[config.mk]
export PLATFORM = sky130hd
export DESIGN_NAME = cpsc_ctrl
export DESIGN_NICKNAME = d
export VERILOG_FILES = /design/src/core/cpsc_pkg.sv /design/src/core/cpsc_ctrl.sv
export SDC_FILE = /design/constraint.sdc
export NUM_CORES = 1
export LEC_CHECK = 0
export BUFFER_PORTS_ARGS = -buffer_cell sky130_fd_sc_hd__buf_4
export CORE_MARGIN = 3
export CORE_UTILIZATION = 42
export DETAILED_ROUTE_END_ITERATION = 16
export GPL_TIMING_DRIVEN = 0
export PLACE_DENSITY = 0.83
export SYNTH_ARGS = -nofsm -noshare
export SYNTH_HDL_FRONTEND = slang
export SYNTH_SLANG_ARGS = --single-unit
[constraint.sdc]
create_clock -name i_mclk -period 2.2 [get_ports i_mclk]
set_clock_uncertainty 0.1 [all_clocks]
set_input_delay 0.44 -clock i_mclk [delete_from_list [all_inputs] [get_ports i_mclk]]
set_output_delay 0.44 -clock i_mclk [all_outputs]
set_load 0.01 [all_outputs]
[src/core/cpsc_pkg.sv]
// Package for the processing-state control block: map, fields, types
package cpsc_pkg;

  // Register byte addresses (lower 16 bits)
  localparam logic [15:0] CPSC_SYSCTL_ADDR  = 16'hFFE8;
  localparam logic [15:0] CPSC_MODEMON_ADDR = 16'hFFE9;

  // System control register fields and reset value
  localparam int          CPSC_ICM_HI_POS   = 5;
  localparam int          CPSC_ICM_LO_POS   = 4;
  localparam int          CPSC_RSTSRC_POS   = 3;
  localparam int          CPSC_ONE_POS      = 0;
  localparam logic [7:0]  CPSC_SYSCTL_RESET = 8'h09;

  // Address space limit: 16 Mbytes decoded
  localparam int          CPSC_ADDR_W       = 24;

  // Bus cycle lengths in states (clock periods)
  localparam logic [1:0]  CPSC_MEM_STATES   = 2'h1;
  localparam logic [1:0]  CPSC_IO_STATES    = 2'h2;

  // Exception sequence step counts
  localparam logic [3:0]  CPSC_RST_STEPS    = 4'h2;
  localparam logic [3:0]  CPSC_PUSH_M0      = 4'h2;
  localparam logic [3:0]  CPSC_PUSH_M1      = 4'h3;

  // Vector numbers
  localparam logic [7:0]  CPSC_VEC_RESET    = 8'h00;
  localparam logic [7:0]  CPSC_VEC_TRAP0    = 8'h08;

  // Processing states
  typedef enum logic [2:0] {
    CPSC_ST_RESET,
    CPSC_ST_EXC_PUSH,
    CPSC_ST_EXC_MASK,
    CPSC_ST_EXC_VEC,
    CPSC_ST_RUN,
    CPSC_ST_SLEEP,
    CPSC_ST_STANDBY
  } cpsc_state_t;

  // Exception kinds
  typedef enum logic [1:0] {
    CPSC_EX_NONE,
    CPSC_EX_RESET,
    CPSC_EX_IRQ,
    CPSC_EX_TRAP
  } cpsc_exc_t;

  // Instruction retirement report from the core
  typedef struct packed {
    logic       done;       // Instruction completes this cycle
    logic       ctl_op;     // It was and/or/xor/load to control
    logic       trap;       // It was the trap instruction
    logic [1:0] trap_num;   // Trap vector select
    logic       sleep;      // It was the sleep instruction
  } cpsc_retire_t;

  // Internal register bus request
  typedef struct packed {
    logic                    req;   // Access request
    logic                    wr;    // Write when set
    logic                    word;  // Word access when set
    logic                    io;    // Peripheral register space
    logic [CPSC_ADDR_W-1:0]  addr;  // Byte address
    logic [15:0]             wdata; // Write data
  } cpsc_bus_t;

  // Power-down control bits gathered from other registers
  typedef struct packed {
    logic software_standby_bit;
    logic low_speed_on_bit;
    logic timer_a_clock_sel_bit;
  } cpsc_pwr_t;

  // Whole state of the control block
  typedef struct packed {
    cpsc_state_t  st;         // Processing state
    cpsc_exc_t    exc;        // Exception being handled
    logic [3:0]   step;       // Sequence step counter
    logic [7:0]   vec;        // Vector number
    logic         irq_block;  // Interrupt hold-off after reset/ctl op
    logic         irq_ena;    // Interrupts allowed at all
    logic         icm_lo;     // Interrupt control mode low bit
    logic         rst_src;    // Reset source flag
    logic         wdt_seen;   // Watchdog reset in progress
    logic [1:0]   bus_cnt;    // States left in bus cycle
    logic         bus_busy;   // Bus cycle in progress
    logic         bus_ack;    // Bus cycle completes
    logic [15:0]  rdata;      // Read data
    logic         mode_pin;   // Sampled mode pin level
    logic         run;        // Program execution flag
    logic         sleeping;   // Sleep mode
    logic         standby;    // Standby mode
    logic         push_req;   // Stack push strobe
    logic         mask_upd;   // Interrupt mask update strobe
    logic         vec_fetch;  // Vector fetch strobe
  } cpsc_regs_t;

endpackage

[src/core/cpsc_ctrl.sv]
// Processing-state control: reset, exceptions, power-down, bus timing
`timescale 1ns/1ps
//
// Behaviour
// - Reset low aborts work, disables interrupts
// - Reset exception starts on clocked reset release
// - Watchdog overflow resets like external reset, but keeps the interrupt mode bit
// - Priority: reset, then interrupt, then trap
// - Interrupts taken only at instruction/sequence end
// - No interrupt after control ops or reset
// - Trap taken while executing, dropped if an interrupt is taken at the same retire
// - Reset fetches start vector, interrupts stay off
// - Push, then update mask, then fetch vector
// - Stacking depends on interrupt control mode
// - Sleep when standby and low-speed bits clear
// - Standby when standby set, others clear
// - Bus cycles last one or two states
// - On-chip memory: one state, 16-bit path
// - Peripheral registers: two states, 8/16-bit
// - 16 Mbyte decode, single-chip after reset
// - Mode monitor read-only, bit0 is pin
// - Interrupt mode field bits 5:4, upper read-only
// - Reset source flag: external 1, watchdog 0
// - Bits 7:6 read 0, reset value 09
// - Bits 2:1 read 0, bit 0 reads 1
module cpsc_ctrl
  import cpsc_pkg::*;
#(
  parameter int P_DATA_W = 16            // Internal data path width
) (
  input  wire logic          i_mclk,          // System clock
  input  wire logic          i_resetn,        // Reset input, active low
  input  wire logic          i_wdt_ovf,       // Watchdog overflow pulse
  input  wire logic          i_mode_select_pin, // Mode strap level
  input  wire logic          i_irq_req,       // Pending interrupt request
  input  wire logic [7:0]    i_irq_vec,       // Pending interrupt vector
  input  wire cpsc_retire_t  i_retire,        // Instruction retirement
  input  wire cpsc_pwr_t     i_pwr,           // Power-down control bits
  input  wire logic          i_wake,          // Wake event from power-down
  input  wire cpsc_bus_t     i_bus,           // Register/memory bus
  output logic [15:0]        o_rdata,         // Bus read data
  output logic               o_bus_ack,       // Bus cycle done pulse
  output logic               o_run,           // Program execution state
  output logic               o_sleep,         // Sleep mode
  output logic               o_standby,       // Standby, clock halted
  output logic               o_irq_ena,       // Interrupts accepted
  output logic               o_push,          // Push PC/control strobe
  output logic               o_mask_upd,      // Mask update strobe
  output logic               o_vec_fetch,     // Vector fetch strobe
  output logic [7:0]         o_vec,           // Vector number
  output logic [3:0]         o_step,          // Stacking step index
  output logic               o_icm,           // Interrupt control mode
  output logic               o_rst_src        // Reset source flag
);

  // Width the logic serves: 16-bit internal path only
  initial begin
    if (P_DATA_W != 16) begin
      $error("cpsc_ctrl: P_DATA_W must be 16");
    end
  end

  cpsc_regs_t r;       // Registered state
  cpsc_regs_t next_r;  // Next state

  // Stacking length per interrupt control mode
  function automatic logic [3:0] push_len(input logic mode);
    return mode ? CPSC_PUSH_M1 : CPSC_PUSH_M0;
  endfunction

  // System control register read image
  function automatic logic [7:0] sysctl_img(input cpsc_regs_t s);
    logic [7:0] v;
    v = 8'h00;
    v[CPSC_ICM_HI_POS] = 1'b0;
    v[CPSC_ICM_LO_POS] = s.icm_lo;
    v[CPSC_RSTSRC_POS] = s.rst_src;
    v[CPSC_ONE_POS]    = 1'b1;
    return v;
  endfunction

  // Next-state logic
  always_comb begin
    next_r = r;
    // Strobes last one cycle
    next_r.push_req  = 1'b0;
    next_r.mask_upd  = 1'b0;
    next_r.vec_fetch = 1'b0;
    next_r.bus_ack   = 1'b0;

    // Bus timing: memory 1 state, peripheral 2 states
    if (r.bus_busy) begin
      if (r.bus_cnt == CPSC_MEM_STATES) begin
        next_r.bus_busy = 1'b0;
        next_r.bus_ack  = 1'b1;
      end else begin
        next_r.bus_cnt = r.bus_cnt - 2'h1;
      end
    end else if (i_bus.req) begin
      // Peripheral space takes two states
      next_r.bus_busy = i_bus.io;
      next_r.bus_cnt  = CPSC_IO_STATES - 2'h1;
      next_r.bus_ack  = !i_bus.io;
      next_r.rdata    = 16'h0000;
      // Decode only 24-bit space, register lanes
      if (i_bus.addr[15:0] == CPSC_SYSCTL_ADDR &&
          &i_bus.addr[CPSC_ADDR_W-1:16]) begin
        if (i_bus.wr) begin
          next_r.icm_lo = i_bus.wdata[CPSC_ICM_LO_POS];
        end else begin
          next_r.rdata = {8'h00, sysctl_img(r)};
        end
      end else if (i_bus.addr[15:0] == CPSC_MODEMON_ADDR &&
                   &i_bus.addr[CPSC_ADDR_W-1:16] && !i_bus.wr) begin
        // Pin latched at the read, writes ignored
        next_r.rdata = {15'h0000, i_mode_select_pin};
        next_r.mode_pin = i_mode_select_pin;
      end
    end

    // Watchdog overflow forces the reset state
    if (i_wdt_ovf) begin
      next_r.st        = CPSC_ST_RESET;
      next_r.rst_src   = 1'b0;
      next_r.wdt_seen  = 1'b1;
      next_r.irq_ena   = 1'b0;
      next_r.run       = 1'b0;
      next_r.sleeping  = 1'b0;
      next_r.standby   = 1'b0;
      next_r.step      = 4'h0;
    end else begin
      unique case (r.st)
        // Leave reset one clock after release
        CPSC_ST_RESET: begin
          next_r.exc      = CPSC_EX_RESET;
          next_r.st       = CPSC_ST_EXC_VEC;
          next_r.vec      = CPSC_VEC_RESET;
          next_r.step     = 4'h0;
          next_r.wdt_seen = 1'b0;
          next_r.irq_ena  = 1'b0;
        end
        // Push program counter and control registers
        CPSC_ST_EXC_PUSH: begin
          next_r.push_req = 1'b1;
          next_r.step     = r.step + 4'h1;
          if (r.step + 4'h1 == push_len(r.icm_lo)) begin
            next_r.st = CPSC_ST_EXC_MASK;
          end
        end
        // Update interrupt masks after the push
        CPSC_ST_EXC_MASK: begin
          next_r.mask_upd = 1'b1;
          next_r.st       = CPSC_ST_EXC_VEC;
          next_r.step     = 4'h0;
        end
        // Fetch the vector then branch
        CPSC_ST_EXC_VEC: begin
          next_r.vec_fetch = (r.step == 4'h0);
          next_r.step      = r.step + 4'h1;
          if (r.exc == CPSC_EX_RESET) begin
            if (r.step + 4'h1 == CPSC_RST_STEPS) begin
              next_r.st        = CPSC_ST_RUN;
              next_r.run       = 1'b1;
              next_r.irq_block = 1'b1;
              next_r.exc       = CPSC_EX_NONE;
            end
          end else if (r.step == 4'h0) begin
            // End of interrupt/trap sequence: may chain
            if (i_irq_req && r.irq_ena) begin
              next_r.exc  = CPSC_EX_IRQ;
              next_r.vec  = i_irq_vec;
              next_r.st   = CPSC_ST_EXC_PUSH;
              next_r.step = 4'h0;
            end else begin
              next_r.st  = CPSC_ST_RUN;
              next_r.run = 1'b1;
              next_r.exc = CPSC_EX_NONE;
            end
          end
        end
        // Program execution
        CPSC_ST_RUN: begin
          if (i_retire.done) begin
            // Enable interrupts once first instruction retires
            next_r.irq_block = i_retire.ctl_op;
            next_r.irq_ena   = 1'b1;
            if (i_irq_req && r.irq_ena && !r.irq_block &&
                !i_retire.ctl_op) begin
              next_r.exc  = CPSC_EX_IRQ;
              next_r.vec  = i_irq_vec;
              next_r.st   = CPSC_ST_EXC_PUSH;
              next_r.step = 4'h0;
              next_r.run  = 1'b0;
            end else if (i_retire.trap) begin
              next_r.exc  = CPSC_EX_TRAP;
              next_r.vec  = CPSC_VEC_TRAP0 + {6'h00, i_retire.trap_num};
              next_r.st   = CPSC_ST_EXC_PUSH;
              next_r.step = 4'h0;
              next_r.run  = 1'b0;
            end else if (i_retire.sleep &&
                         !i_pwr.low_speed_on_bit) begin
              next_r.run = 1'b0;
              if (!i_pwr.software_standby_bit) begin
                next_r.st       = CPSC_ST_SLEEP;
                next_r.sleeping = 1'b1;
              end else if (!i_pwr.timer_a_clock_sel_bit) begin
                next_r.st      = CPSC_ST_STANDBY;
                next_r.standby = 1'b1;
              end else begin
                next_r.run = 1'b1;
              end
            end
          end
        end
        // Sleep: registers kept, wake on interrupt
        CPSC_ST_SLEEP: begin
          if (i_wake) begin
            next_r.st       = CPSC_ST_RUN;
            next_r.run      = 1'b1;
            next_r.sleeping = 1'b0;
          end
        end
        // Standby: clock halted, state kept
        CPSC_ST_STANDBY: begin
          if (i_wake) begin
            next_r.st      = CPSC_ST_RUN;
            next_r.run     = 1'b1;
            next_r.standby = 1'b0;
          end
        end
        default: begin
          next_r.st = CPSC_ST_RESET;
        end
      endcase
    end
  end

  // State register; external reset dominates everything
  always_ff @(posedge i_mclk or negedge i_resetn) begin
    if (!i_resetn) begin
      r         <= '0;
      r.st      <= CPSC_ST_RESET;
      r.rst_src <= CPSC_SYSCTL_RESET[CPSC_RSTSRC_POS];
      r.icm_lo  <= CPSC_SYSCTL_RESET[CPSC_ICM_LO_POS];
    end else begin
      r <= next_r;
    end
  end

  // Outputs straight from the state register
  assign o_rdata     = r.rdata;
  assign o_bus_ack   = r.bus_ack;
  assign o_run       = r.run;
  assign o_sleep     = r.sleeping;
  assign o_standby   = r.standby;
  assign o_irq_ena   = r.irq_ena;
  assign o_push      = r.push_req;
  assign o_mask_upd  = r.mask_upd;
  assign o_vec_fetch = r.vec_fetch;
  assign o_vec       = r.vec;
  assign o_step      = r.step;
  assign o_icm       = r.icm_lo;
  assign o_rst_src   = r.rst_src;

endmodule

Word-level counts from Yosys, hierarchy flattened:

Cells that the tools add are included.

* register bits after elaboration: 48
* output and inout port bits: 38
* word-level logic and storage cells: 162

* add/sub/neg operators: 3
* equal/unequal tests: 39
* mux-type cells: 60
* bitwise gates (word level): 3
* reductions and logical operators: 38

Operators with widths (count)
* != test 3 bit (second input constant): 13
* two-way mux 17 bit: 2
* two-way mux 3 bit: 11
* == test 16 bit (second input constant): 2
* two-way mux 5 bit: 5
* two-way mux 12 bit: 2
* case mux 8 bit (3 select lines): 1
* AND reduction 8 bit: 3
* two-way mux 21 bit: 1
* AND reduction 7 bit: 3
* two-way mux 1 bit: 20
* two-way mux 19 bit: 1
* != test 4 bit (second input constant): 4
* case mux 4 bit (4 select lines): 1
* case mux 3 bit (5 select lines): 1
* two-way mux 14 bit: 1
* != test 2 bit (second input constant): 7
* two-way mux 2 bit: 6
* nonzero test 3 bit: 4
* nonzero test 5 bit: 2
* == test 3 bit (second input constant): 3
* two-way mux 4 bit: 2
* case mux 1 bit (2 select lines): 4
* AND reduction 4 bit: 2
* other kinds (24): 42

Longest topological paths before layout:

Gate-level depths: netlist of run 1.

* depth in word-level cells: 8
* depth in mapped cells: 9
* mapped depth without buffers: 8

Least setup slack after synthesis of run 1:

OpenSTA, ideal clock, no wires.

* path kind: register -> register
* start point: register r (netlist bit o_step[0])
* end point: register r[46] (netlist name)
* setup time: 0.128 ns
* arrival time: 1.981 ns
* required time: 1.972 ns
* slack: -0.008 ns
* cell stages (with the launch flop): 9
* path buffers: 1
* period minus slack after synthesis: 2.208 ns
* path through: dfrtp_1 inv_1 ha_1 or3b_1 buf_4 o21ai_4 a311oi_4 a211oi_2 mux2_1

* cells in the longest elaborated chain, start to end: 4

Ends and longest elaborated chain
* start: declaration: RTL line cpsc_ctrl.sv:63 `cpsc_regs_t r;`
* start signal: assignment: RTL line cpsc_ctrl.sv:246 `r <= next_r;`
* adder 4 x 1 -> 4 bit: RTL line cpsc_ctrl.sv:146, cpsc_ctrl.sv:161
* == test 4 x 2 -> 1 bit (on tied branches): RTL line cpsc_ctrl.sv:161, cpsc_ctrl.sv:146
* != test 4 bit (no line) or != test 3 bit (tied branches)
* AND reduction 7 bit (no line) (*)

Mark *: on every way between the ends. The rest lies on a longest branch, timed or not.
A chain may end at the register's enable or synchronous reset.

Worst setup path in the final report of run 1:

* start point: register r (netlist bit o_step[0])
* end point: register r[44] (netlist name)

* cells in the longest elaborated chain, start to end: 4

Ends and longest elaborated chain
* adder 4 x 1 -> 4 bit: RTL line cpsc_ctrl.sv:161 `if (r.step + 4'h1 == CPSC_RST_STEPS) begin`
* == test 4 x 2 -> 1 bit: RTL line cpsc_ctrl.sv:161
* != test 3 bit (no line)
* AND reduction 6 bit (no line) (*)

Marked as above.

==> results.cfg, run 1 <==
[run_status]
outcome = complete, but fails checks
violations = hold timing, setup timing

[sta]
fin_crit_ns = 2.27
final-hold-violation-count = 17
rsz0062_at_grt = true
worst_pin_slew_ns = 0.540
setup_slack_ns = -0.0655
fin_crit_sh = 1.03
slew_headroom = 0.637
hold_ws_ns = -0.0111
setup-violations-final = 3
maxSlewViolCount = 0
clock.fmax_mhz = 441

[global_route]
grt-ovfl-total = 0
grt_max_degree = 35
track_usage = 0.189
grt_pass1_wl_microns = 9470
antenna_found_initial = 0
first_global_vias = 2079

[route]
drtAntennaViolNets = 0
via_per_inst = 5.01
wire_per_inst_microns = 13.8
num_vias = 2160
drc = 0
drtIter0Drc = 100
wirelength_microns = 5950
dr.pass1.iters = 4

[yosys]
syn_inst = 253
yosysUniqueCellTypes = 57
postSynthAreaPerCell_sq_um = 8.89
ys_ff_latch = 34
synthArstFlopShare = 1.00
yosysTopAreaCell = dfrtp_1
synth_top_area_frac = 0.367
synth_warnings = 0
synth.most_common_cell = dfrtp_1
synth_seq_area_share = 0.379
synth_area_sq_um = 2250
synth_area_leaders = dfrtp_1, buf_4, nand2_1, nor2_1, o21ai_0
synth-edff-count = 0
synth_top_flop_cell = dfrtp_1
ys_top_cells_by_count = dfrtp_1, buf_4, nand2_1, nor2_1, o21ai_0

[power_and_ir_drop]
finalPower_mw = 2.92
peakVddDrop_mv = 0.735
static-leakage-power_nw = 1.58
p_per_area_nw_per_um2 = 895

[cts]
holdBufCountCts = 0
cts_buffers = 5
cts_max_level = 2
cts.sink_count = 34
root_buffer = clkbuf_8
path_clk_slew_ns = 0.07
clockBufferDepth = 2
clock_latency_ns = 0.29
tritoncts = done

[critical_path]
cp-start-kind = flip-flop
rr_endpoint = r[44]$_DFFE_PN0P_
critPathArrivalTime_ns = 2.34
r2r-start = o_step[0]$_DFFE_PN0P_
r2r_setup_slack_ns = -0.07
path_max_fanout = 4
reg2regPathDepth = 8
cp-end-kind = flip-flop
critical_path_required_ns = 2.27
path_class = reg2reg

[placement]
io_buffer_count = 75
hpwl_microns = 4310
place_congestion = 0.910
placed_cells = 410

[final_layout]
final_nets = 431
stdcell_count = 431
area_growth_pct = 45.2
drive_above_1_share = 0.449
diodes = 0

[flow_run]
cap_viol_max_count = 0

[floorplan]
start_util = 0.437
rows = 26
die_w_microns = 79.2
core-area_sq_um = 5140
die_area_sq_um = 6270
die_y_microns = 79.2
num_io_pins = 105

[min_path]
hp-class = in2async
[report_power, final]
group	internal, mW	switching, mW	leakage (nW)
clock	0.483	0.235	0.0714
combinational	0.660	0.738	1.06
sequential	0.729	0.0777	0.446
total	1.87	1.05	1.58
[metal layers]
| metal | vias up | GRT usage | wire, microns |
|---|---|---|---|
| met1 | 993 | 0.234 | 2470 |
| met2 | 80 | 0.330 | 3010 |
| met3 | 11 | 0.0340 | 365 |
| met4 | 0 | 0.0619 | 106 |
| met5 | - | 0 | 0 |
| li1 | 1076 | - | - |
[layout make-up]
cell class	instances	area, sq um
Sequential cell	34	855
Fill cell	439	1870
Clock inverter	2	60.1
Multi-Input combinational cell	186	1200
Clock buffer	6	82.6
Tap cell	70	87.6
Buffer	37	294
Inverter	8	30.0
Timing Repair Buffer	88	661
[flip-flops by register name (all words and copies together) (netlist names)]
register     flops
o_bus_ack        1
o_rst_src        1
o_irq_ena        1
o_step           4
o_standby        1
o_icm            1
o_vec_fetch      1
o_run            1
o_rdata          3
o_push           1
o_sleep          1
o_vec            8
o_mask_upd       1
r                9
[how the worst max path moves through the flow]
stage | start | to | slack (ns) | cells after the start
after detailed placement | o_step[1]$_DFFE_PN0P_ | r[47]$_DFFE_PN0P_ | -0.21 | 8
final | o_step[0]$_DFFE_PN0P_ | r[44]$_DFFE_PN0P_ | -0.07 | 8
after CTS | o_step[1]$_DFFE_PN0P_ | r[46]$_DFFE_PN0P_ | 0.02 | 7
after floorplan | o_step[0]$_DFFE_PN0P_ | r[46]$_DFFE_PN0P_ | 0.02 | 8
after global routing | o_step[0]$_DFFE_PN0P_ | r[44]$_DFFE_PN0P_ | -0.09 | 8
after global placement | o_step[1]$_DFFE_PN0P_ | r[47]$_DFFE_PN0P_ | -0.15 | 8
[worst max-delay path: stages, from the launching register on]
cell and delay (ns):
dfrtp_2 0.44, ha_2 0.23, nand2_1 0.14, a21oi_2 0.04, o31a_2 0.35, buf_4 0.16
and3_2 0.21, o21ai_2 0.15, mux2_2 0.34
[kinds of logic after synthesis]
kind of cell,synth area share
other,0.00167
buffers and inverters,0.142
muxes,0.0295
adders and majority gates,0.0223
DFF,0.379
xor gates and xnor gates,0.00390
AOI/OAI and AO/OA,0.200
and+or+nand+nor,0.221
[timing repair]
action                     CTS  global route
setup endpoints to repair   13            13
resized for setup            9            10
setup buffers                8             5
pin swaps                    4             7
[placed cells by master (no fill, tap or decap), types with 3 or more instances in the layout]
cell      synthesis  final
clkbuf_8          0      6
nor3_1            8      8
buf_4            30    117
o21ai_0          15     15
a211oi_1          3      3
inv_1             8      6
a22o_1            3      3
buf_6             5      6
nor2_1           21     21
o21ai_2           0      4
nand3_1           5      4
a21oi_1          10     10
a31oi_1           5      5
nand2b_1          4      4
conb_1            1     13
nand2_1          29     29
nor2b_1           6      6
o22ai_1           3      3
o21ai_1           7      3
nand4_1           4      4
dfrtp_1          33     31
[through the flow]
step | utilization | worst slack (ns) | TNS [ns] | area [sq um]
floorplan | - | 0.0169 | 0 | 2290
global placement | 0.573 | -0.150 | -0.589 | 2950
detailed placement | 0.573 | -0.212 | -0.951 | 2950
CTS | 0.619 | 0.0179 | 0 | 3180
global route | 0.635 | -0.0863 | -0.445 | 3270
finish | 0.635 | -0.0655 | -0.0828 | 3270
Note: power is estimated with default switching activity, not from simulation.
==> inputs of run 2 (changes only) <==
CORE_UTILIZATION = 51   (was 42)
PLACE_DENSITY = 0.93   (was 0.83)
clock period = 2.85 ns   (was 2.2 ns; I/O delays follow)
==> run 2 against run 1 <==
The run now ends clean. Hold slack better by 0.13 ns. Sequential share of layout area is 1.7 points higher. Design area is 6.4% lower. Die area is 16% lower. First-iteration DRC count is 45% higher. Worst setup slack better by 0.50 ns. Fmax is 6.3% lower. Register-to-register slack better by 0.50 ns. Combinational power is 34% lower. Wire length is 0.27% higher. Via count is 0.56% higher.
==> results.cfg, run 2 (same netlist as run 1, synthesis figures left out) <==
[min_path]
hp-class = in2async

[power_and_ir_drop]
sequentialPowerShare = 0.299
p_switching_mw = 0.774
clkPwrFrac = 0.259
netSwitchingFraction = 0.367
p_per_area_nw_per_um2 = 689
finalPower_mw = 2.11
pwr-share-comb = 0.442
internal-power_mw = 1.33
peakVddDrop_mv = 0.712
static-leakage-power_nw = 1.49

[route]
dr.pass1.iters = 4
drc = 0
met3WireLength_microns = 386
wirelength_microns = 5960
drtAntennaViolNets = 0
drtIter0Drc = 145
dr_wl_met2_microns = 3050
wl_met1_microns = 2440
top_layer = met4
via_per_inst = 5.46
num_vias = 2172
wire_per_inst_microns = 15.0

[floorplan]
num_io_pins = 105
core-area_sq_um = 4120
die_w_microns = 72.4
die_y_microns = 72.4
rows = 23
start_util = 0.546
die_area_sq_um = 5240

[cts]
clock_latency_ns = 0.29
path_clk_slew_ns = 0.08
clockBufferDepth = 2
cts_max_level = 2
holdBufCountCts = 0
tritoncts = done
root_buffer = clkbuf_8
cts.sink_count = 34
cts_buffers = 5
cts_setup_buffers = 0
postCtsResizedCells = 0

[sta]
fin_crit_ns = 2.42
maxSlewViolCount = 0
setup-violations-final = 0
clock.fmax_mhz = 414
rsz0062_at_grt = false
fin_crit_sh = 0.849
tns_ns = 0
hold_ws_ns = 0.118
slew_headroom = 0.669
final-hold-violation-count = 0
worst_pin_slew_ns = 0.493

[final_layout]
most-common-layout-cells = buf_4, dfrtp_1, nand2_1
final_nets = 418
diodes = 0
largest_reg_flops = 9
drive_above_1_share = 0.382
regMostFlops = r
final_common_cell = buf_4
area_growth_pct = 35.9

[flow_run]
cap_viol_max_count = 0

[placement]
io_buffer_count = 75
hpwl_microns = 4480
place_congestion = 0.960

[global_route]
grt_max_degree = 35
first_global_vias = 2114
track_usage = 0.231
grt-ovfl-total = 0
antenna_found_initial = 0
grt_pass1_wl_microns = 9560

[run_status]
outcome = completed

[critical_path]
critical_path_required_ns = 2.92
cp-start-kind = flip-flop
cp-end-kind = flip-flop
critPathArrivalTime_ns = 2.49
path_max_fanout = 9
path_class = reg2reg
## run 2: cell types whose count changed in the layout (fill, tap and decap cells not counted), sizes merged
cell	delta
buf	-13
clkinv	+1
clkbuf	-1
## run 2: per-stage QoR
stage	worst slack, ns	util	instances	cell area (sq um)
finish	0.432	0.743	398	3060
global route	0.296	0.743	398	3060
CTS	0.415	0.743	398	3060
detailed placement	0.429	0.709	390	2920
global placement	0.489	0.709	390	2920
floorplan	0.642	-	265	2290
## run 2: path summary, 6_finish.rpt
| kind | cells after the start | to | start | slack (ns) |
|---|---|---|---|---|
| worst min-delay path | 1 | o_vec[7]$_DFFE_PN0P_ | i_resetn | 0.12 |
| min in group i_mclk | 2 | o_rdata[0]$_DFFE_PN0P_ | i_bus[42] | 0.38 |
| max in group asynchronous | 1 | o_rst_src$_DFFE_PN1P_ | i_resetn | 2.20 |
| worst max-delay path | 8 | r[46]$_DFFE_PN0P_ | o_step[0]$_DFFE_PN0P_ | 0.43 |
| worst min register to register | 2 | o_vec[3]$_DFFE_PN0P_ | o_vec[3]$_DFFE_PN0P_ | 0.39 |
| worst max register to register | 8 | r[46]$_DFFE_PN0P_ | o_step[0]$_DFFE_PN0P_ | 0.43 |
## run 2: area by class of cell
| class | instances | area (sq um) |
|---|---|---|
| Inverter | 8 | 30.0 |
| Sequential cell | 34 | 852 |
| Tap cell | 50 | 62.6 |
| Fill cell | 289 | 1060 |
| Clock buffer | 5 | 68.8 |
| Multi-Input combinational cell | 186 | 1120 |
| Buffer | 37 | 290 |
| Clock inverter | 3 | 68.8 |
| Timing Repair Buffer | 75 | 563 |
## run 2: metal layers
metal	track usage	up-vias
met3	0.0499	8
met4	0.0799	0
met1	0.288	1024
li1	-	1053
met5	0	-
met2	0.394	87
## run 2: worst max-delay path: stages (launching register included)
cell and delay [ns]:
dfrtp_1 0.50, inv_1 0.14, ha_1 0.15, or3b_1 0.34, buf_4 0.17, o21ai_4 0.18
a311oi_4 0.08, a211oi_2 0.29, mux2_1 0.36
## run 2: power by group through the flow
stage                     clock, mW  sequential (mW)  combinational [mW]
after CTS                     0.557            0.628               0.920
after detailed placement          0            0.635               0.914
after global placement            0            0.633               0.892
final                         0.546            0.630               0.931
after global routing          0.569            0.637                1.02
after floorplan                   0            0.631               0.646
==> inputs of run 3 (changes only) <==
CORE_UTILIZATION = 42   (was 51)
PLACE_DENSITY = 0.83   (was 0.93)
clock period = 2.21 ns   (was 2.85 ns; I/O delays follow)
==> run 3 against run 2 <==
Largest power group unchanged. Critical endpoint unchanged. Register-to-register slack got worse by 0.50 ns. Cell count rose by 8.0%. Critical path type unchanged. Sequential share of layout area fell by 1.0 points. The run now ends with setup timing left. Power rose by 24%.
==> results.cfg, run 3 (same netlist as run 1, synthesis figures left out) <==
[run_status]
outcome = complete, but fails checks
violations = setup timing

[cts]
clockBufferDepth = 2
cts_max_level = 2
cts.sink_count = 34
path_clk_slew_ns = 0.07
tritoncts = done
clock_latency_ns = 0.29
cts_buffers = 5
root_buffer = clkbuf_8
holdBufCountCts = 0

[route]
via_per_inst = 5.07
num_vias = 2182
wire_per_inst_microns = 13.6
drtAntennaViolNets = 0
dr.pass1.iters = 4
drc = 0
wirelength_microns = 5870
drtIter0Drc = 144

[critical_path]
path_class = reg2reg
cp-end-kind = flip-flop
critPathArrivalTime_ns = 2.35
r2r_setup_slack_ns = -0.07
critical_path_required_ns = 2.28
cp-start-kind = flip-flop
path_max_fanout = 4

[placement]
placed_cells = 410
io_buffer_count = 75
place_congestion = 0.898
place_ws_ns = -0.251
hpwl_microns = 4320
placed_area_sq_um = 2940

[global_route]
grt_pass1_wl_microns = 9320
grt-ovfl-total = 0
first_global_vias = 1960
track_usage = 0.189
grt_max_degree = 35
antenna_found_initial = 0

[power_and_ir_drop]
p_per_area_nw_per_um2 = 823
peakVddDrop_mv = 0.561
finalPower_mw = 2.62
static-leakage-power_nw = 1.53

[floorplan]
start_util = 0.437
core-area_sq_um = 5140
die_w_microns = 79.2
die_y_microns = 79.2
die_area_sq_um = 6270
num_io_pins = 105
rows = 26

[final_layout]
finish.instance_area_sq_um = 3180
most-common-layout-cells = buf_4, dfrtp_1, nand2_1
area_growth_pct = 41.6
regMostFlops = r
diodes = 0
final_common_cell = buf_4
largest_reg_flops = 9
fillers = 445
drive_above_1_share = 0.436
final_nets = 430
stdcell_count = 430

[flow_run]
cap_viol_max_count = 0

[sta]
tns_ns = -0.140
maxSlewViolCount = 0
fin_crit_sh = 1.03
clock.fmax_mhz = 438
setup_slack_ns = -0.0732
final-hold-violation-count = 0
fin_crit_ns = 2.28
rsz0062_at_grt = true
setup-violations-final = 2

[min_path]
hp-class = in2async
==> run 3: timing repair <==
action                     in CTS  in global routing
pin swaps                       3                  6
buffers inserted                9                  3
setup endpoints to repair      14                 13
gates resized for setup         7                 10
==> run 3: critical path, cell delays in order, from the launching register on <==
cell,delay (ns)
dfrtp_2,0.44
inv_2,0.09
ha_4,0.12
or3b_1,0.36
buf_6,0.15
o21ai_4,0.17
a311oi_4,0.06
a211oi_2,0.32
mux2_1,0.36
==> run 3: per-layer routing <==
metal | wire [microns] | up-vias | global-route usage
met2 | 2880 | 86 | 0.310
met5 | 0 | - | 0
met3 | 443 | 11 | 0.0397
met4 | 92 | 0 | 0.0636
li1 | - | 1071 | -
met1 | 2450 | 1014 | 0.247
==> run 3: final cells by class <==
cell class / count / area [sq um] / share of cell area
flip-flops and latches: 34 / 855 / 0.268
clock buffers: 7 / 86.3 / 0.0271
plain buffers: 37 / 300 / 0.0943
inverters: 8 / 30.0 / 0.00943
well taps: 70 / 87.6 / 0.0275
repair buffers: 87 / 653 / 0.205
multi-input cells: 186 / 1170 / 0.366
clock inverters: 1 / 5.00 / 0.00157
==> run 3: power by group <==
group	switching, mW	internal (mW)
sequential	0.0780	0.726
clock	0.228	0.251
combinational	0.711	0.626
==> run 3: final timing paths <==
kind	startpoint	endpoint	cells after the start
setup / recovery	o_step[1]$_DFFE_PN0P_	r[46]$_DFFE_PN0P_	8
hold / removal	i_resetn	o_vec[3]$_DFFE_PN0P_	1
setup reg to reg	o_step[1]$_DFFE_PN0P_	r[46]$_DFFE_PN0P_	8
hold reg to reg	o_vec[0]$_DFFE_PN0P_	o_vec[0]$_DFFE_PN0P_	2
max in group asynchronous	i_resetn	o_rst_src$_DFFE_PN1P_	1
min in group i_mclk	i_bus[40]	o_bus_ack$_DFF_PN0_	2
==> run 3: stage by stage <==
| step | utilization | hold slack (ns) |
|---|---|---|
| after global routing | 0.619 | 0.0194 |
| after CTS | 0.606 | 0.00483 |
| after detailed placement | 0.573 | 0.319 |
| after global placement | 0.573 | 0.316 |
| final | 0.619 | 0.00132 |
| after floorplan | - | 0.0464 |
